[src/logic/tcc_defines.svh]
// register offsets, field positions, reset values and timing figures of the timer
`ifndef TCC_DEFINES_SVH
`define TCC_DEFINES_SVH
// byte offsets of the word registers
`define TCC_OFS_TSC 8'h00
`define TCC_OFS_CNT 8'h04
`define TCC_OFS_MOD 8'h08
`define TCC_OFS_CSC0 8'h0C
`define TCC_OFS_VAL0 8'h10
`define TCC_OFS_CSC1 8'h14
`define TCC_OFS_VAL1 8'h18
// timer status and control fields
`define TCC_TSC_FLAG 7
`define TCC_TSC_IE 6
`define TCC_TSC_HALT 5
`define TCC_TSC_CRST 4
`define TCC_TSC_PS_HI 2
`define TCC_TSC_PS_LO 0
// channel status and control fields
`define TCC_CSC_FLAG 7
`define TCC_CSC_IE 6
`define TCC_CSC_CFG_HI 5
`define TCC_CSC_CFG_LO 0
// reset values
`define TCC_MOD_RST 16'hFFFF
`define TCC_PS_RST 3'h0
`define TCC_HALT_RST 1'b0
// prescaler: seven rates, divide by 2**select, top code folds onto the slowest rate
`define TCC_PS_DIV_W 6
`define TCC_PS_TOP 3'h6
// input pin synchroniser depth in bus clocks
`define TCC_SYNC_STAGES 2
`endif

[src/logic/tcc_pkg.sv]
// types shared by the timer modules
package tcc_pkg;
  // compare action or capture edge code
  typedef enum logic [1:0] {
    ACT_NONE = 2'b00,
    ACT_TOGGLE = 2'b01,
    ACT_CLEAR = 2'b10,
    ACT_SET = 2'b11
  } tcc_act_t;
  // channel configuration, laid out as the low bits of a channel control register
  typedef struct packed {
    logic msB;
    logic msA;
    tcc_act_t els;
    logic tov;
    logic full;
  } tcc_chcfg_t;
endpackage

[src/logic/tcc_chan_if.sv]
// link between the timer core and one channel engine
`timescale 1ns/10ps
`default_nettype none
interface tcc_chan_if;
  tcc_pkg::tcc_chcfg_t cfg;
  logic enable;
  logic [15:0] cmpVal;
  logic [15:0] count;
  logic tick;
  logic wrap;
  logic evt;
  logic capEvt;
  logic pinOut;
  logic pinOe;
  modport core (output cfg, enable, cmpVal, count, tick, wrap, input evt, capEvt, pinOut, pinOe);
  modport chan (input cfg, enable, cmpVal, count, tick, wrap, output evt, capEvt, pinOut, pinOe);
endinterface
`default_nettype wire

[src/logic/tcc_timer.sv]
// two-channel capture/compare/PWM timer with a classic Wishbone register slave
`include "tcc_defines.svh"
`timescale 1ns/10ps
`default_nettype none
module tcc_timer #(
  parameter int CHANNELS = 2
) (
  // clock and reset
  input wire logic ref_clk,
  input wire logic rst_n,
  // wishbone slave
  input wire logic wb_cyc_i,
  input wire logic wb_stb_i,
  input wire logic wb_we_i,
  input wire logic [7:0] wb_adr_i,
  input wire logic [3:0] wb_sel_i,
  input wire logic [31:0] wb_dat_i,
  output logic [31:0] wb_dat_o,
  output logic wb_ack_o,
  // channel pins
  input wire logic [CHANNELS-1:0] chanPinIn,
  output logic [CHANNELS-1:0] chanPinOut,
  output logic [CHANNELS-1:0] chanPinOe,
  // interrupt requests
  output logic wrapIrq,
  output logic [CHANNELS-1:0] chanIrq
);
  // bus handshake state
  logic ack_q;
  logic [31:0] datO_q;
  logic req;
  logic wrEn;
  logic rdEn;
  logic [31:0] rdData;

  // address decode results
  logic hitTsc;
  logic hitCnt;
  logic hitMod;
  logic [CHANNELS-1:0] hitCsc;
  logic [CHANNELS-1:0] hitVal;

  // timer control and status
  logic wrapFlag_q;
  logic wrapArm_q;
  logic wrapIe_q;
  logic halt_q;
  logic [2:0] ps_q;
  logic [15:0] mod_q;
  logic [15:0] cnt_q;
  logic cntRst;
  logic psTick;
  logic ctick;
  logic wrap;

  // channel state
  tcc_pkg::tcc_chcfg_t cfg_q [CHANNELS];
  logic [CHANNELS-1:0] chIe_q;
  logic [CHANNELS-1:0] chFlag_q;
  logic [CHANNELS-1:0] chArm_q;
  logic [15:0] val_q [CHANNELS];
  logic [15:0] cmpSel [CHANNELS];
  logic [CHANNELS-1:0] evt;
  logic [CHANNELS-1:0] capEvt;
  logic [CHANNELS-1:0] chEnable;
  logic link;
  logic lastWr_q;
  logic activeSel_q;

  // bus request qualifiers: effects happen on the edge where ack is high
  always_comb begin
    req = wb_cyc_i & wb_stb_i;
    wrEn = req & wb_we_i & ack_q;
    rdEn = req & ~wb_we_i & ack_q;
  end

  // address decode
  always_comb begin
    hitTsc = 1'b0;
    hitCnt = 1'b0;
    hitMod = 1'b0;
    hitCsc = '0;
    hitVal = '0;
    if (wb_adr_i == `TCC_OFS_TSC) begin
      hitTsc = 1'b1;
    end else if (wb_adr_i == `TCC_OFS_CNT) begin
      hitCnt = 1'b1;
    end else if (wb_adr_i == `TCC_OFS_MOD) begin
      hitMod = 1'b1;
    end else if (wb_adr_i == `TCC_OFS_CSC0) begin
      hitCsc[0] = 1'b1;
    end else if (wb_adr_i == `TCC_OFS_VAL0) begin
      hitVal[0] = 1'b1;
    end else if (wb_adr_i == `TCC_OFS_CSC1) begin
      hitCsc[1] = 1'b1;
    end else if (wb_adr_i == `TCC_OFS_VAL1) begin
      hitVal[1] = 1'b1;
    end
  end

  // read data mux; unmapped addresses read zero
  always_comb begin
    rdData = 32'h0000_0000;
    if (hitTsc) begin
      rdData[`TCC_TSC_FLAG] = wrapFlag_q;
      rdData[`TCC_TSC_IE] = wrapIe_q;
      rdData[`TCC_TSC_HALT] = halt_q;
      rdData[`TCC_TSC_PS_HI:`TCC_TSC_PS_LO] = ps_q;
    end else if (hitCnt) begin
      rdData[15:0] = cnt_q;
    end else if (hitMod) begin
      rdData[15:0] = mod_q;
    end else if (hitCsc[0]) begin
      rdData[7:0] = {chFlag_q[0], chIe_q[0], cfg_q[0]};
    end else if (hitVal[0]) begin
      rdData[15:0] = val_q[0];
    end else if (hitCsc[1] && !link) begin
      rdData[7:0] = {chFlag_q[1], chIe_q[1], cfg_q[1]};
    end else if (hitVal[1]) begin
      rdData[15:0] = val_q[1];
    end
  end

  // ack one cycle after the request, dropped the cycle after
  always_ff @(posedge ref_clk or negedge rst_n) begin
    if (!rst_n) begin
      ack_q <= 1'b0;
    end else begin
      ack_q <= req & ~ack_q;
    end
  end

  // read data captured as ack rises, reads only so it holds across writes
  always_ff @(posedge ref_clk or negedge rst_n) begin
    if (!rst_n) begin
      datO_q <= 32'h0000_0000;
    end else if (req && !ack_q && !wb_we_i) begin
      datO_q <= rdData;
    end
  end

  assign wb_ack_o = ack_q;
  assign wb_dat_o = datO_q;

  // counter reset strobe from the control register
  assign cntRst = wrEn & hitTsc & wb_sel_i[0] & wb_dat_i[`TCC_TSC_CRST];

  // prescaler for the counter clock
  tcc_prescaler #(
    .DIV_W(`TCC_PS_DIV_W)
  ) u_prescaler (
    .ref_clk(ref_clk),
    .rst_n(rst_n),
    .clear(cntRst),
    .sel(ps_q),
    .tick(psTick)
  );

  // counter clock and wrap event
  always_comb begin
    ctick = psTick & ~halt_q;
    wrap = ctick & (cnt_q == mod_q);
  end

  // timer control fields
  always_ff @(posedge ref_clk or negedge rst_n) begin
    if (!rst_n) begin
      wrapIe_q <= 1'b0;
      halt_q <= `TCC_HALT_RST;
      ps_q <= `TCC_PS_RST;
    end else if (wrEn && hitTsc && wb_sel_i[0]) begin
      wrapIe_q <= wb_dat_i[`TCC_TSC_IE];
      halt_q <= wb_dat_i[`TCC_TSC_HALT];
      ps_q <= wb_dat_i[`TCC_TSC_PS_HI:`TCC_TSC_PS_LO];
    end
  end

  // modulo register, byte lanes honoured; all ones means free running
  always_ff @(posedge ref_clk or negedge rst_n) begin
    if (!rst_n) begin
      mod_q <= `TCC_MOD_RST;
    end else if (wrEn && hitMod) begin
      if (wb_sel_i[0]) begin
        mod_q[7:0] <= wb_dat_i[7:0];
      end
      if (wb_sel_i[1]) begin
        mod_q[15:8] <= wb_dat_i[15:8];
      end
    end
  end

  // shared up-counter; a modulo below the count rolls through all ones to zero
  always_ff @(posedge ref_clk or negedge rst_n) begin
    if (!rst_n) begin
      cnt_q <= 16'h0000;
    end else if (cntRst) begin
      cnt_q <= 16'h0000;
    end else if (wrap) begin
      cnt_q <= 16'h0000;
    end else if (ctick) begin
      cnt_q <= cnt_q + 16'h0001;
    end
  end

  // wrap flag: two-step clear, a new wrap wins and disarms the clear
  always_ff @(posedge ref_clk or negedge rst_n) begin
    if (!rst_n) begin
      wrapFlag_q <= 1'b0;
      wrapArm_q <= 1'b0;
    end else if (wrap) begin
      wrapFlag_q <= 1'b1;
      wrapArm_q <= 1'b0;
    end else if (rdEn && hitTsc) begin
      wrapArm_q <= datO_q[`TCC_TSC_FLAG];
    end else if (wrEn && hitTsc && wb_sel_i[0]) begin
      if (wrapArm_q && !wb_dat_i[`TCC_TSC_FLAG]) begin
        wrapFlag_q <= 1'b0;
      end
      wrapArm_q <= 1'b0;
    end
  end

  assign wrapIrq = wrapFlag_q & wrapIe_q;

  // buffered link: channel 0 mode bit couples both channels
  assign link = cfg_q[0].msB;

  // buffered pair tracking: last written pair takes over at each wrap
  always_ff @(posedge ref_clk or negedge rst_n) begin
    if (!rst_n) begin
      lastWr_q <= 1'b0;
      activeSel_q <= 1'b0;
    end else begin
      if (wrEn && hitVal[0]) begin
        lastWr_q <= 1'b0;
      end else if (wrEn && hitVal[1]) begin
        lastWr_q <= 1'b1;
      end
      if (!link) begin
        activeSel_q <= 1'b0;
        lastWr_q <= 1'b0;
      end else if (wrap) begin
        activeSel_q <= lastWr_q;
      end
    end
  end

  // compare value seen by each channel engine
  always_comb begin
    for (int i = 0; i < CHANNELS; i++) begin
      cmpSel[i] = val_q[i];
      chEnable[i] = 1'b1;
    end
    if (link) begin
      cmpSel[0] = activeSel_q ? val_q[1] : val_q[0];
      chEnable[1] = 1'b0;
    end
  end

  // per-channel registers and engines
  for (genvar g = 0; g < CHANNELS; g++) begin : g_chan
    tcc_chan_if chIf ();

    assign chIf.cfg = cfg_q[g];
    assign chIf.enable = chEnable[g];
    assign chIf.cmpVal = cmpSel[g];
    assign chIf.count = cnt_q;
    assign chIf.tick = ctick;
    assign chIf.wrap = wrap;
    assign evt[g] = chIf.evt;
    assign capEvt[g] = chIf.capEvt;
    assign chanPinOut[g] = chIf.pinOut;
    assign chanPinOe[g] = chIf.pinOe;
    assign chanIrq[g] = chFlag_q[g] & chIe_q[g];

    tcc_channel u_chan (
      .ref_clk(ref_clk),
      .rst_n(rst_n),
      .pinIn(chanPinIn[g]),
      .bus(chIf.chan)
    );

    // channel configuration; only channel 0 carries the link bit
    always_ff @(posedge ref_clk or negedge rst_n) begin
      if (!rst_n) begin
        cfg_q[g] <= '0;
        chIe_q[g] <= 1'b0;
      end else if (wrEn && hitCsc[g] && wb_sel_i[0] && !(g == 1 && link)) begin
        cfg_q[g] <= tcc_pkg::tcc_chcfg_t'(wb_dat_i[`TCC_CSC_CFG_HI:`TCC_CSC_CFG_LO]);
        chIe_q[g] <= wb_dat_i[`TCC_CSC_IE];
        if (g != 0) begin
          cfg_q[g].msB <= 1'b0;
        end
      end
    end

    // channel flag: set wins over the two-step clear
    always_ff @(posedge ref_clk or negedge rst_n) begin
      if (!rst_n) begin
        chFlag_q[g] <= 1'b0;
        chArm_q[g] <= 1'b0;
      end else if (evt[g]) begin
        chFlag_q[g] <= 1'b1;
        chArm_q[g] <= 1'b0;
      end else if (rdEn && hitCsc[g]) begin
        chArm_q[g] <= datO_q[`TCC_CSC_FLAG];
      end else if (wrEn && hitCsc[g] && wb_sel_i[0]) begin
        if (chArm_q[g] && !wb_dat_i[`TCC_CSC_FLAG]) begin
          chFlag_q[g] <= 1'b0;
        end
        chArm_q[g] <= 1'b0;
      end
    end

    // value register, not reset; capture beats a bus write
    always_ff @(posedge ref_clk) begin
      if (capEvt[g]) begin
        val_q[g] <= cnt_q;
      end else if (wrEn && hitVal[g]) begin
        if (wb_sel_i[0]) begin
          val_q[g][7:0] <= wb_dat_i[7:0];
        end
        if (wb_sel_i[1]) begin
          val_q[g][15:8] <= wb_dat_i[15:8];
        end
      end
    end
  end
endmodule
`default_nettype wire

[src/logic/tcc_prescaler.sv]
// bus clock prescaler giving seven counter clock rates
`include "tcc_defines.svh"
`timescale 1ns/10ps
`default_nettype none
module tcc_prescaler #(
  parameter int DIV_W = `TCC_PS_DIV_W
) (
  // clock and reset
  input wire logic ref_clk,
  input wire logic rst_n,
  // control
  input wire logic clear,
  input wire logic [2:0] sel,
  // one-cycle counter clock enable
  output logic tick
);
  logic [DIV_W-1:0] div_q;
  logic [2:0] selClamp;
  logic [DIV_W-1:0] mask;

  // free divider, restarted by the counter reset
  always_ff @(posedge ref_clk or negedge rst_n) begin
    if (!rst_n) begin
      div_q <= '0;
    end else if (clear) begin
      div_q <= '0;
    end else begin
      div_q <= div_q + 1'b1;
    end
  end

  // select zero gives every bus clock, each step up to six halves the rate
  always_comb begin
    selClamp = (sel > `TCC_PS_TOP) ? `TCC_PS_TOP : sel;
    mask = DIV_W'((1 << selClamp) - 1);
    tick = ((div_q & mask) == mask);
  end
endmodule
`default_nettype wire

[src/logic/tcc_channel.sv]
// one capture/compare channel engine: pin sync, edge detect, compare match, pin level
`timescale 1ns/10ps
`default_nettype none
module tcc_channel (
  // clock and reset
  input wire logic ref_clk,
  input wire logic rst_n,
  // channel pin input
  input wire logic pinIn,
  // core side
  tcc_chan_if.chan bus
);
  logic sync1_q;
  logic sync2_q;
  logic prev_q;
  logic pin_q;
  logic rise;
  logic fall;
  logic capMode;
  logic cmpMode;
  logic match;

  // two-stage pin synchroniser plus an edge history stage
  always_ff @(posedge ref_clk or negedge rst_n) begin
    if (!rst_n) begin
      sync1_q <= 1'b0;
      sync2_q <= 1'b0;
      prev_q <= 1'b0;
    end else begin
      sync1_q <= pinIn;
      sync2_q <= sync1_q;
      prev_q <= sync2_q;
    end
  end

  // mode decode and event detection
  always_comb begin
    rise = sync2_q & ~prev_q;
    fall = ~sync2_q & prev_q;
    capMode = bus.enable & ~bus.cfg.msB & ~bus.cfg.msA & (bus.cfg.els != tcc_pkg::ACT_NONE);
    cmpMode = bus.enable & (bus.cfg.msB | bus.cfg.msA) & (bus.cfg.els != tcc_pkg::ACT_NONE);
    bus.capEvt = capMode & ((bus.cfg.els[0] & rise) | (bus.cfg.els[1] & fall));
    // match as the counter steps onto the value, so a pulse lasts exactly value ticks
    match = cmpMode & bus.tick & ((bus.wrap ? 16'h0000 : bus.count + 16'h0001) == bus.cmpVal);
    bus.evt = bus.capEvt | match;
  end

  // output level: preset, wrap toggle ahead of compare action
  always_ff @(posedge ref_clk or negedge rst_n) begin
    if (!rst_n) begin
      pin_q <= 1'b1;
    end else if (!cmpMode) begin
      pin_q <= ~bus.cfg.msA;
    end else if (bus.wrap && bus.cfg.tov) begin
      pin_q <= bus.cfg.full ? 1'b1 : ~pin_q;
    end else if (bus.cfg.full && bus.cfg.tov) begin
      pin_q <= 1'b1;
    end else if (match) begin
      case (bus.cfg.els)
        tcc_pkg::ACT_TOGGLE: pin_q <= ~pin_q;
        tcc_pkg::ACT_CLEAR: pin_q <= 1'b0;
        tcc_pkg::ACT_SET: pin_q <= 1'b1;
        default: pin_q <= pin_q;
      endcase
    end
  end

  assign bus.pinOut = pin_q;
  assign bus.pinOe = cmpMode;
endmodule
`default_nettype wire

[config.mk]
export PLATFORM = sky130hd
export DESIGN_NAME = tcc_timer
export DESIGN_NICKNAME = d
export VERILOG_FILES = /design/src/logic/tcc_pkg.sv /design/src/logic/tcc_chan_if.sv /design/src/logic/tcc_timer.sv /design/src/logic/tcc_prescaler.sv /design/src/logic/tcc_channel.sv
export VERILOG_INCLUDE_DIRS = /design/src /design/src/logic
export SDC_FILE = /design/constraint.sdc
export NUM_CORES = 1
export LEC_CHECK = 0
export BUFFER_PORTS_ARGS = -buffer_cell sky130_fd_sc_hd__buf_2
export CAP_MARGIN = 40
export CELL_PAD_IN_SITES_DETAIL_PLACEMENT = 1
export CELL_PAD_IN_SITES_GLOBAL_PLACEMENT = 2
export CORE_MARGIN = 4
export CORE_UTILIZATION = 40
export DETAILED_ROUTE_END_ITERATION = 16
export GPL_TIMING_DRIVEN = 0
export MAX_ROUTING_LAYER = met4
export PLACE_DENSITY_LB_ADDON = 0.1
export SLEW_MARGIN = 20
export SYNTH_ARGS = -nofsm -noshare
export SYNTH_HDL_FRONTEND = slang
export SYNTH_SLANG_ARGS = --single-unit
[constraint.sdc]
create_clock -name ref_clk -period 4.9 [get_ports ref_clk]
set_clock_uncertainty 0.1 [all_clocks]
set_input_delay 0.245 -clock ref_clk [delete_from_list [all_inputs] [get_ports ref_clk]]
set_output_delay 0.245 -clock ref_clk [all_outputs]
set_load 0.02 [all_outputs]
==> key figures, run 1 <==
Run status
  • Status: finished, final reports clean

Timing
  • Slew HR: 0.441
  • Slew Limit Fails: 0
  • Final Cycle Share: 0.863
  • Fin Setup TNS: 0 ns
  • Final Setup Violations: 0
  • Fmax: 0.237 GHz
  • Least-Margin Pin Slew: 0.833 ns
  • Min Hold Slack: 0.0164 ns
  • RSZ-0062 raised after global routing: no
  • Setup ws final: 0.674 ns
  • Fin crit period: 4.23 ns
  • Final Hold Viols: 0

Place
  • Post-DP HPWL: 20100 microns
  • Gpl congestion: 0.959
  • Setup WS pre-CTS: 0.772 ns
  • Placed standard-cell area: 8050 sq um
  • Placed Instances: 1042
  • Port bufs: 55

GRT
  • Gr usage total: 0.274
  • Grt ovf: 0
  • Vias in the first global route: 6582
  • Initial antenna violation count: 0
  • Largest net degree at the start of global routing: 61
  • First-pass GRT wire length: 40600 microns

Clock network
  • CTS root buf: clkbuf_16
  • Clock sink total: 121
  • CTS Hold Bufs: 13
  • Clk Latency, worst-skew pair: 0.43 ns
  • CTS H-Tree Depth: 4
  • Post-cts resize count: 0
  • Post-CTS setup buffers: 0
  • CTS tree: yes
  • CTS Buf Count: 17
  • Clock buffer depth: 2
  • Register clock-pin slew on the reported worst setup and hold paths: 0.06 ns

Worst setup path
  • CP max-delay cell: nor4_1
  • Worst Path Required: 5.14 ns
  • FF-to-FF setup slack: 0.67 ns
  • CP top delay family: simple AND/OR/NAND/NOR gates
  • Buf+Inv Stages, Crit Path: 3
  • Crit path launch type: register
  • Setup CP Type: register to register
  • Worst-path maximum fanout: 10
  • CP Capture Type: register
  • Slowest cell delay on critical path: 0.60 ns
  • Critical-path cell list: clkbuf_1, xnor2_1, nand4_1, nor4_1, and3_1, clkbuf_1, buf_2, nor3_1, nor4_1, o2111ai_1, mux2i_1, a211oi_1
  • Worst Path Arrival: 4.47 ns

Yosys
  • Flops & latches, synth: 121
  • Number of synthesized flops with an enable pin: 32
  • Yosys top cell area share: 0.241
  • Yosys warning count: 0
  • Post-synthesis sequential area ratio: 0.436
  • Syn Std Cell Area: 7360 sq um
  • Ys async rst share: 0.736
  • Synth area leaders: dfrtp_1, edfxtp_1, mux2_2, dfstp_2, xnor2_1
  • Post-synth top area cell: dfrtp_1
  • Syn_area_per_cell: 9.99 sq um
  • Synth Instances: 737
  • Post-synth cell types: 63
  • Main synth FF type: dfrtp_1

Floorplanning
  • Num rows: 49
  • Placeable Area: 18000 sq um
  • DIE AREA: 20600 sq um
  • Starting Density: 0.408
  • Die width: 144 microns
  • Die height: 144 microns
  • Num ports: 91

Layout
  • ANT cells: 0
  • Core Util, Final: 0.486
  • Area delta synth->final: 19.1%
  • FF/Latch Area: 3210 sq um
  • # fillers: 2050
  • Layout cells sized above 1: 0.263
  • Final cell count without fillers: 1088
  • Final nets: 903
  • Footprint of the multi-input gates: 3820 sq um
  • Design Area, Final: 8760 sq um

Pwr
  • Peak VDD IR: 0.262 mV
  • Power Density: 342 nW/um^2
  • Net Sw Power: 975 uW
  • Switch share: 0.325
  • Total power draw: 3.00 mW
  • Gate power share: 0.198
  • Int Power: 2.02 mW
  • Clock power frac: 0.410
  • Flop pwr share: 0.392
  • Leakage: 3.77 nW

Detailed routing
  • # DRC: 0
  • Routed WL: 26800 microns
  • Iteration-0 DRC Markers: 542
  • WL per Instance: 24.6 microns
  • Post-DRT Antenna Nets: 0
  • DR vias/cell: 5.91
  • Vias: 6434
  • DR pass1 iterations: 8

Flow run
  • Max-cap violations: 0

Hold path
  • Worst Hold Class: input port to register
[path summary, 6_finish.rpt]
check                                                           to  cells after the start                               start
hold reg to reg                 g_chan[0].u_chan.sync2_q$_DFF_PN0_                      0  g_chan[0].u_chan.sync1_q$_DFF_PN0_
setup reg to reg           g_chan[0].u_chan.bus.pinOut$_DFFE_PN1P_                     12               cnt_q[11]$_DFFE_PN0P_
hold / removal                                cfg_q[7]$_DFFE_PN0P_                      3                         wb_dat_i[1]
min in group asynchronous                   chArm_q[1]$_DFFE_PN0P_                      2                               rst_n
setup / recovery           g_chan[0].u_chan.bus.pinOut$_DFFE_PN1P_                     12               cnt_q[11]$_DFFE_PN0P_
max in group asynchronous                     mod_q[0]$_DFFE_PN1P_                      3                               rst_n
[placed cells by master (no fill, tap or decap), types with 6 or more instances in the layout]
cell type       n
a221oi_1        6
a21oi_1        27
a22oi_1         6
nor4_1         10
mux2_2         74
nand3b_1       10
buf_2          68
ha_1            6
nor2_1         71
clkbuf_16      18
conb_1         16
dfstp_2        18
nand3_1        17
nor3_1         16
xnor2_1        31
dlygate4sd3_1  13
a31oi_1         8
buf_4          24
dfrtp_1        71
nand2_1        54
and2_1         10
mux2i_1        26
nand4_1        14
xor2_1          9
inv_1          16
o22ai_1         6
edfxtp_1       32
a222oi_1       10
and3_1         13
o21ai_0        36
clkbuf_1       33
[kinds of logic (layout without fill, tap and decap cells)]
kind of cell / after synthesis / count (layout) / share of synthesized area
simple gates: 246 / 246 / 0.171
compound gates: 139 / 139 / 0.127
flops: 121 / 121 / 0.436
mux: 101 / 101 / 0.150
buf+inv: 82 / 189 / 0.0544
xor+xnor: 41 / 41 / 0.0507
fa+ha+maj: 6 / 6 / 0.0102
other cells: 1 / 16 / 0.000509
[sequential cells by signal (all words and copies together) (netlist names), 2 cells and up]
name and count:
mod_q 16, chFlag_q 2, val_q 32, chArm_q 2, g_chan.u_chan.sync1_q 2, cnt_q 16, g_chan.u_chan.sync2_q 2, cfg_q 10
wb_dat_o 16, chIe_q 2, u_prescaler.div_q 6, g_chan.u_chan.prev_q 2, ps_q 3, g_chan.u_chan.bus.pinOut 2
[routing by layer]
| layer | global-route usage | vias up | routed length (microns) |
|---|---|---|---|
| li1 | - | 2902 | - |
| met1 | 0.371 | 3309 | 12300 |
| met2 | 0.436 | 192 | 12700 |
| met3 | 0.0423 | 31 | 1340 |
| met4 | 0.0629 | 0 | 413 |
| met5 | - | - | 0 |
[cell type report]
| class | instances | share of cell area |
|---|---|---|
| sequential | 121 | 0.366 |
| clock inverter | 12 | 0.0120 |
| multi-input combinational | 549 | 0.435 |
| tap | 229 | 0.0327 |
| timing repair buffer | 75 | 0.0544 |
| clock buffer | 20 | 0.0534 |
| inverter | 16 | 0.00685 |
| buffer | 66 | 0.0388 |
[synth_stat cells, types with 4 or more instances]
cell,count
edfxtp_1,32
nor4_1,10
a21boi_0,4
buf_4,21
ha_1,6
nand4_1,14
nor2b_1,4
clkbuf_1,32
nand3b_1,10
a221oi_1,6
nor3_1,16
a32oi_1,4
o211ai_1,5
o22ai_1,6
a31oi_1,8
buf_2,11
and3_1,13
mux2i_1,26
inv_1,16
mux2_2,74
nand2_1,54
dfrtp_1,71
dfstp_2,18
nor2_1,71
and2_1,10
nand3_1,17
o31ai_1,4
a222oi_1,10
xnor2_1,31
o21ai_0,38
and4_1,5
a21oi_1,27
or3_1,4
a22oi_1,6
xor2_1,9
[tightest hold or removal path, stage by stage]
cell and delay [ns]:
buf_2 0.14, nand2_1 0.06, o21ai_0 0.07
[power by group through the flow]
stage,clock network (mW),registers [mW],logic [mW]
after floorplan,0,1.20,0.333
after global placement,0,1.19,0.562
after detailed placement,0,1.19,0.577
after CTS,1.25,1.18,0.588
after global routing,1.30,1.18,0.647
final,1.23,1.18,0.594
No activity file was read; power rests on OpenSTA's default activity.
==> inputs of run 2 (changes only) <==
- ABC_AREA: not set -> 1
- CORE_UTILIZATION: 40 -> 36
==> run 2 against run 1 <==
Net effect:
- final cell count up 28%
- via count is 12% higher
- die area is 10% higher
- synthesized area is 0.24% lower
- routed wire length is 4.1% higher
- sequential share of layout area shrank 0.073 points
- non-clock buffer count decreased by 11
- worst setup slack improved by 0.90 ns
- flip-flop and latch count unchanged
==> key figures, run 2 <==
Timing
  • Fin Setup TNS: 0 ns (unchanged)
  • RSZ-0062 raised after global routing: no (unchanged)
  • Setup ws final: 1.57 ns (was 0.674 ns)
  • Slew HR: 0.460 (was 0.441)
  • Final Cycle Share: 0.679 (was 0.863)
  • Fmax: 0.300 GHz (was 0.237 GHz)
  • Least-Margin Pin Slew: 0.808 ns (was 0.833 ns)
  • Final Hold Viols: 0 (unchanged)
  • Final Setup Violations: 0 (unchanged)
  • Fin crit period: 3.33 ns (was 4.23 ns)
  • Slew Limit Fails: 0 (unchanged)

Pwr
  • Leakage: 4.17 nW (was 3.77 nW)
  • Peak VDD IR: 0.197 mV (was 0.262 mV)
  • Power Density: 279 nW/um^2 (was 342 nW/um^2)

Place
  • Gpl congestion: 0.887 (was 0.959)
  • Setup WS pre-CTS: 1.64 ns (was 0.772 ns)
  • Placed standard-cell area: 8050 sq um (unchanged)
  • Post-DP HPWL: 21700 microns (was 20100 microns)
  • Port bufs: 56 (was 55)
  • Placed Instances: 1343 (was 1042)

Flow run
  • Max-cap violations: 0 (unchanged)

Yosys
  • Flops & latches, synth: 121 (unchanged)
  • Yosys top cell area share: 0.242 (was 0.241)
  • Number of synthesized flops with an enable pin: 32 (unchanged)
  • Syn Std Cell Area: 7340 sq um (was 7360 sq um)
  • Synth Instances: 1005 (was 737)
  • Post-synth cell types: 41 (was 63)
  • Syn_area_per_cell: 7.31 sq um (was 9.99 sq um)
  • Most frequent cell after synthesis: nand2_1 (was mux2_2)
  • Ys async rst share: 0.736 (unchanged)
  • Post-synthesis sequential area ratio: 0.437 (was 0.436)
  • Yosys warning count: 0 (unchanged)
  • Top cells by count, synth: nand2_1, inv_1, o21ai_0 (was mux2_2, dfrtp_1, nor2_1)
  • Main synth FF type: dfrtp_1 (unchanged)
  • Synth area leaders: dfrtp_1, nand2_1, edfxtp_1, o21ai_0, inv_1 (was dfrtp_1, edfxtp_1, mux2_2, dfstp_2, xnor2_1)
  • Post-synth top area cell: dfrtp_1 (unchanged)

Detailed routing
  • DR vias/cell: 5.17 (was 5.91)
  • # DRC: 0 (unchanged)
  • Iteration-0 DRC Markers: 439 (was 542)
  • DR pass1 iterations: 7 (was 8)
  • Post-DRT Antenna Nets: 0 (unchanged)
  • Routed WL: 27900 microns (was 26800 microns)
  • Vias: 7208 (was 6434)
  • WL per Instance: 20.0 microns (was 24.6 microns)

Floorplanning
  • Starting Density: 0.371 (was 0.408)
  • Placeable Area: 19800 sq um (was 18000 sq um)
  • Die height: 151 microns (was 144 microns)
  • DIE AREA: 22700 sq um (was 20600 sq um)
  • Die width: 151 microns (was 144 microns)
  • Num rows: 51 (was 49)
  • Num ports: 91 (unchanged)

Worst setup path
  • Critical-path cell list: dlygate4sd3_1, buf_2, nand2_1, nor3_1, inv_1, nor2_1, inv_1, nor2_1, inv_1, o21ai_2, buf_4, o22ai_1 (was clkbuf_1, xnor2_1, nand4_1, nor4_1, and3_1, clkbuf_1, buf_2, nor3_1, nor4_1, o2111ai_1, mux2i_1, a211oi_1)
  • Setup CP Type: input port to register (was register to register)
  • Worst R2R Start: wb_ack_o$_DFF_PN0_ (was cnt_q[11]$_DFFE_PN0P_)
  • Slowest cell delay on critical path: 0.58 ns (was 0.60 ns)
  • Crit path launch type: input port (was register)
  • CP max-delay cell: nor2_1 (was nor4_1)
  • Reg2Reg Capture Point: cnt_q[13]$_DFFE_PN0P_ (was g_chan[0].u_chan.bus.pinOut$_DFFE_PN1P_)
  • Crit path from: wb_cyc_i (was cnt_q[11]$_DFFE_PN0P_)
  • Worst Path Required: 5.11 ns (was 5.14 ns)
  • CP Capture Type: register (unchanged)
  • Worst-path maximum fanout: 10 (unchanged)
  • CP dominant cell by count: inv_1
  • Number of cells on the worst reg-to-reg path: 10 (was 12)
  • FF-to-FF setup slack: 1.63 ns (was 0.67 ns)
  • Worst Path Arrival: 3.53 ns (was 4.47 ns)

Run status
  • Status: finished, final reports clean (unchanged)

Layout
  • Commonest cells after routing, fill and taps aside: nand2_1, inv_1, o21ai_0 (was mux2_2, nor2_1, dfrtp_1)
  • Final nets: 1173 (was 903)
  • Most common cell after layout, fill and taps aside: nand2_1 (was mux2_2)
  • Final cell count without fillers: 1394 (was 1088)
  • Layout cells sized above 1: 0.150 (was 0.263)
  • ANT cells: 0 (unchanged)
  • Largest reg by FF count: val_q (unchanged)
  • Max reg flops: 32 (unchanged)
  • Design Area, Final: 8780 sq um (was 8760 sq um)
  • # fillers: 2541 (was 2050)
  • Area delta synth->final: 19.6% (was 19.1%)

Clock network
  • Post-CTS setup buffers: 0 (unchanged)
  • CTS H-Tree Depth: 4 (unchanged)
  • Clock buffer depth: 2 (unchanged)
  • Clock sink total: 121 (unchanged)
  • CTS Buf Count: 17 (unchanged)
  • Clk Latency, worst-skew pair: 0.43 ns (about the same)
  • Register clock-pin slew on the reported worst setup and hold paths: 0.06 ns (about the same)
  • CTS tree: yes (unchanged)
  • CTS root buf: clkbuf_16 (unchanged)

Hold path
  • Worst Hold Class: input port to async pin (was input port to register)

GRT
  • Largest net degree at the start of global routing: 74 (was 61)
  • Vias in the first global route: 7511 (was 6582)
  • Grt ovf: 0 (unchanged)
  • Initial antenna violation count: 0 (unchanged)
  • First-pass GRT wire length: 43900 microns (was 40600 microns)
  • Gr usage total: 0.265 (was 0.274)
## run 2: changes by cell type after synthesis, moves of 14 or more
cell,change
nand2_1,+238
clkbuf_1,-14
xnor2_1,-31
a21oi_1,-16
mux2i_1,-26
o22ai_1,+26
inv_1,+122
mux2_2,-74
nand3_1,+51
o21ai_0,+82
## run 2: area by class of cell
| class | instances | area (sq um) | area share |
|---|---|---|---|
| Multi-Input combinational cell | 694 | 3300 | 0.376 |
| Clock inverter | 15 | 115 | 0.0131 |
| Tap cell | 265 | 332 | 0.0378 |
| Buffer | 53 | 314 | 0.0358 |
| Clock buffer | 17 | 425 | 0.0484 |
| Timing Repair Buffer | 77 | 509 | 0.0580 |
| Inverter | 152 | 571 | 0.0650 |
| Sequential cell | 121 | 3210 | 0.366 |
## run 2: cells by family after synthesis
kind of cell	count (synthesis)	synth area share
buffers and inverters	205	0.120
adders and majority gates	6	0.0102
DFF	121	0.437
AOI/OAI and AO/OA	191	0.148
other	1	0.000511
xor gates and xnor gates	17	0.0203
and+or+nand+nor	464	0.263
## run 2: per-stage QoR
step / hold WS (ns) / total power, mW / utilization
after detailed placement: 0.00385 / 1.25 / 0.407
after CTS: 0.112 / 2.47 / 0.444
after global routing: 0.136 / 2.53 / 0.444
after global placement: 0.234 / 1.25 / 0.405
after floorplan: -0.151 / 1.18 / -
final: 0.121 / 2.45 / 0.444
## run 2: per-layer routing
| layer | wire [microns] | part of all wire | up-vias | global-route usage |
|---|---|---|---|---|
| met3 | 1020 | 0.037 | 24 | 0.0341 |
| met1 | 12900 | 0.46 | 3567 | 0.353 |
| met4 | 272 | 0.0098 | 0 | 0.0467 |
| li1 | - | - | 3470 | - |
| met2 | 13600 | 0.49 | 147 | 0.442 |
| met5 | 0 | 0 | - | - |
## run 2: what timing repair did
| item | CTS | global route |
|---|---|---|
| endpoints found under the hold margin | 90 | 0 |
| hold buffers | 18 | 0 |
| gates resized for setup | 0 | 0 |
## run 2: worst max-delay path by stage
stage | cells after the start | endpoint
6_report | 12 | cnt_q[13]$_DFFE_PN0P_
5_1_grt | 12 | cnt_q[13]$_DFFE_PN0P_
4_1_cts | 12 | cnt_q[13]$_DFFE_PN0P_
3_5_place_dp | 10 | cnt_q[12]$_DFFE_PN0P_
3_3_place_gp | 6 | val_q[0][3]$_DFFE_PP_
2_1_floorplan | 6 | val_q[0][0]$_DFFE_PP_
## run 2: critical path: cells and delay by family
family / cells / cell delay, ns
buf+inv: 6 / 1.45
compound gates: 2 / 0.50
simple gates: 4 / 1.34
## run 2: power by group
part / total [mW] / switching [mW] / internal (mW)
logic: 0.167 / 0.103 / 0.0641
registers: 1.08 / 0.0187 / 1.06
clock network: 1.21 / 0.549 / 0.657
==> inputs of run 3 (changes only) <==
- CORE_UTILIZATION: 36 -> 34
- clock period: 4.9 -> 3.4 ns (I/O delays scaled with it)
==> run 3 against run 2 <==
Net effect:
- global-route usage is 2.0 points lower
- register-to-register slack got worse by 1.3 ns
- non-clock buffer count fell by 1
- count of clock-buffer cells in the layout increased by 4
- sequential power increased by 44%
- critical path depth increased by 4
- worst setup slack worse by 1.2 ns
==> key figures, run 3 (synthesis gave the netlist of run 2 again) <==
Run status
  • Status: finished, final reports clean (unchanged)

Layout
  • Layout cells sized above 1: 0.151 (was 0.150)
  • Commonest cells after routing, fill and taps aside: nand2_1, inv_1, o21ai_0 (unchanged)
  • Max reg flops: 32 (unchanged)
  • Footprint of the multi-input gates: 3310 sq um (was 3300 sq um)
  • Final nets: 1172 (was 1173)
  • Most common cell after layout, fill and taps aside: nand2_1 (unchanged)
  • Area delta synth->final: 20.6% (was 19.6%)
  • Largest reg by FF count: val_q (unchanged)
  • # fillers: 2676 (was 2541)
  • ANT cells: 0 (unchanged)
  • Core Util, Final: 0.419 (was 0.444)
  • FF/Latch Area: 3210 sq um (unchanged)

Pwr
  • Int Power: 2.76 mW (was 1.78 mW)
  • Total power draw: 3.66 mW (was 2.45 mW)
  • Gate power share: 0.065 (was 0.068)
  • Net Sw Power: 899 uW (was 670 uW)
  • Peak VDD IR: 0.317 mV (was 0.197 mV)
  • Switch share: 0.246 (was 0.274)
  • Power Density: 413 nW/um^2 (was 279 nW/um^2)
  • Clock power frac: 0.510 (was 0.492)
  • Flop pwr share: 0.425 (was 0.440)
  • Leakage: 4.20 nW (was 4.17 nW)

Timing
  • Slew HR: 0.463 (was 0.460)
  • Min Hold Slack: 0.0370 ns (was 0.121 ns)
  • RSZ-0062 raised after global routing: no (unchanged)
  • Final Cycle Share: 0.905
  • Fmax: 0.325 GHz
  • Least-Margin Pin Slew: 0.801 ns (was 0.808 ns)
  • Fin crit period: 3.08 ns
  • Fin Setup TNS: 0 ns (unchanged)
  • Final Setup Violations: 0 (unchanged)
  • Final Hold Viols: 0 (unchanged)
  • Slew Limit Fails: 0 (unchanged)

Worst setup path
  • CP Capture Type: register (unchanged)
  • Worst Path Arrival: 3.30 ns (was 3.53 ns)
  • Worst Path Required: 3.62 ns (was 5.11 ns)
  • FF-to-FF setup slack: 0.32 ns (was 1.63 ns)
  • Setup CP Type: register to register (was input port to register)
  • Crit path launch type: register (was input port)
  • Worst-path maximum fanout: 10 (unchanged)

Clock network
  • Clock sink total: 121 (unchanged)
  • Clk Latency, worst-skew pair: 0.43 ns (about the same)
  • CTS Buf Count: 17 (unchanged)
  • CTS tree: yes (unchanged)
  • CTS H-Tree Depth: 4 (unchanged)
  • CTS root buf: clkbuf_16 (unchanged)
  • Clock buffer depth: 2 (unchanged)
  • Register clock-pin slew on the reported worst setup and hold paths: 0.06 ns (about the same)

Detailed routing
  • Iteration-0 DRC Markers: 349 (was 439)
  • Vias: 7069 (was 7208)
  • Routed WL: 27600 microns (was 27900 microns)
  • WL per Instance: 19.7 microns (was 20.0 microns)
  • DR pass1 iterations: 5 (was 7)
  • # DRC: 0 (unchanged)
  • DR vias/cell: 5.04 (was 5.17)
  • Post-DRT Antenna Nets: 0 (unchanged)

Place
  • Port bufs: 56 (unchanged)
  • Gpl congestion: 0.917 (was 0.887)
  • Post-DP HPWL: 22000 microns (was 21700 microns)

Floorplanning
  • Num rows: 53 (was 51)
  • DIE AREA: 24000 sq um (was 22700 sq um)
  • Die height: 155 microns (was 151 microns)
  • Starting Density: 0.347 (was 0.371)
  • Die width: 155 microns (was 151 microns)
  • Num ports: 91 (unchanged)
  • Placeable Area: 21200 sq um (was 19800 sq um)

GRT
  • Gr usage total: 0.245 (was 0.265)
  • Largest net degree at the start of global routing: 68 (was 74)
  • First-pass GRT wire length: 43400 microns (was 43900 microns)
  • Grt ovf: 0 (unchanged)
  • Vias in the first global route: 7287 (was 7511)
  • Initial antenna violation count: 0 (unchanged)

Hold path
  • Worst Hold Class: input port to register (was input port to async pin)

Flow run
  • Max-cap violations: 0 (unchanged)
-- run 3: per-layer routing --
layer,GRT usage,share of wire
met2,0.389,0.47
met3,0.0459,0.044
met1,0.324,0.47
met5,-,0
met4,0.0627,0.017
-- run 3: worst paths after layout --
check                                                        start                            endpoint  cells after the start
worst min register to register  g_chan[1].u_chan.sync1_q$_DFF_PN0_  g_chan[1].u_chan.sync2_q$_DFF_PN0_                      0
worst min-delay path                                   wb_dat_i[3]                cfg_q[9]$_DFFE_PN0P_                      3
worst max-delay path                          cnt_q[9]$_DFFE_PN0P_              chArm_q[1]$_DFFE_PN0P_                     16
worst max register to register                cnt_q[9]$_DFFE_PN0P_              chArm_q[1]$_DFFE_PN0P_                     16
max in group asynchronous                                    rst_n                mod_q[0]$_DFFE_PN1P_                      3
min in group asynchronous                                    rst_n             wb_dat_o[8]$_DFFE_PN0P_                      2
-- run 3: power by group through the flow --
stage	registers, mW	logic [mW]	clock network, mW
finish	1.56	0.237	1.86
global route	1.56	0.270	1.97
CTS	1.56	0.241	1.89
detailed placement	1.58	0.224	0
global placement	1.58	0.215	0
floorplan	1.59	0.111	0
-- run 3: stage by stage --
| step | cells | setup slack (ns) | cell area, sq um |
|---|---|---|---|
| 3_3_place_gp | 1351 | -0.00757 | 8020 |
| 4_1_cts | 1403 | 0.0788 | 8850 |
| 5_1_grt | 1403 | 0.111 | 8860 |
| 2_1_floorplan | 1020 | 1.01 | 7400 |
| 6_report | 1403 | 0.322 | 8860 |
| 3_5_place_dp | 1353 | 0.124 | 8070 |
-- run 3: critical path, stage by stage (launching register included) --
cell and delay, ns:
dfrtp_1 0.52, inv_2 0.11, nand2_1 0.07, nand2_1 0.05, a21oi_1 0.23, nand2_1 0.13
nor2_2 0.18, nand3_2 0.13, buf_2 0.26, nand3_1 0.11, nand2_1 0.06, nor2_1 0.21
nand3_1 0.18, nor2_1 0.27, nand2_1 0.18, nand2_1 0.11, nor2_1 0.05
-- run 3: final cells by class --
| class | instances | area share |
|---|---|---|
| buffer | 53 | 0.0355 |
| clock buffer | 21 | 0.0568 |
| clock inverter | 11 | 0.0117 |
| inverter | 152 | 0.0644 |
| multi-input combinational | 694 | 0.374 |
| sequential | 121 | 0.362 |
| tap | 275 | 0.0388 |
| timing repair buffer | 76 | 0.0566 |
-- run 3: timing repair --
item | 4_1_cts | 5_1_grt
endpoints found under the setup margin | 0 | 15
hold buffers | 18 | 0
resized for setup | 0 | 2
buffers inserted | 0 | 0
endpoints found under the hold margin | 91 | 0
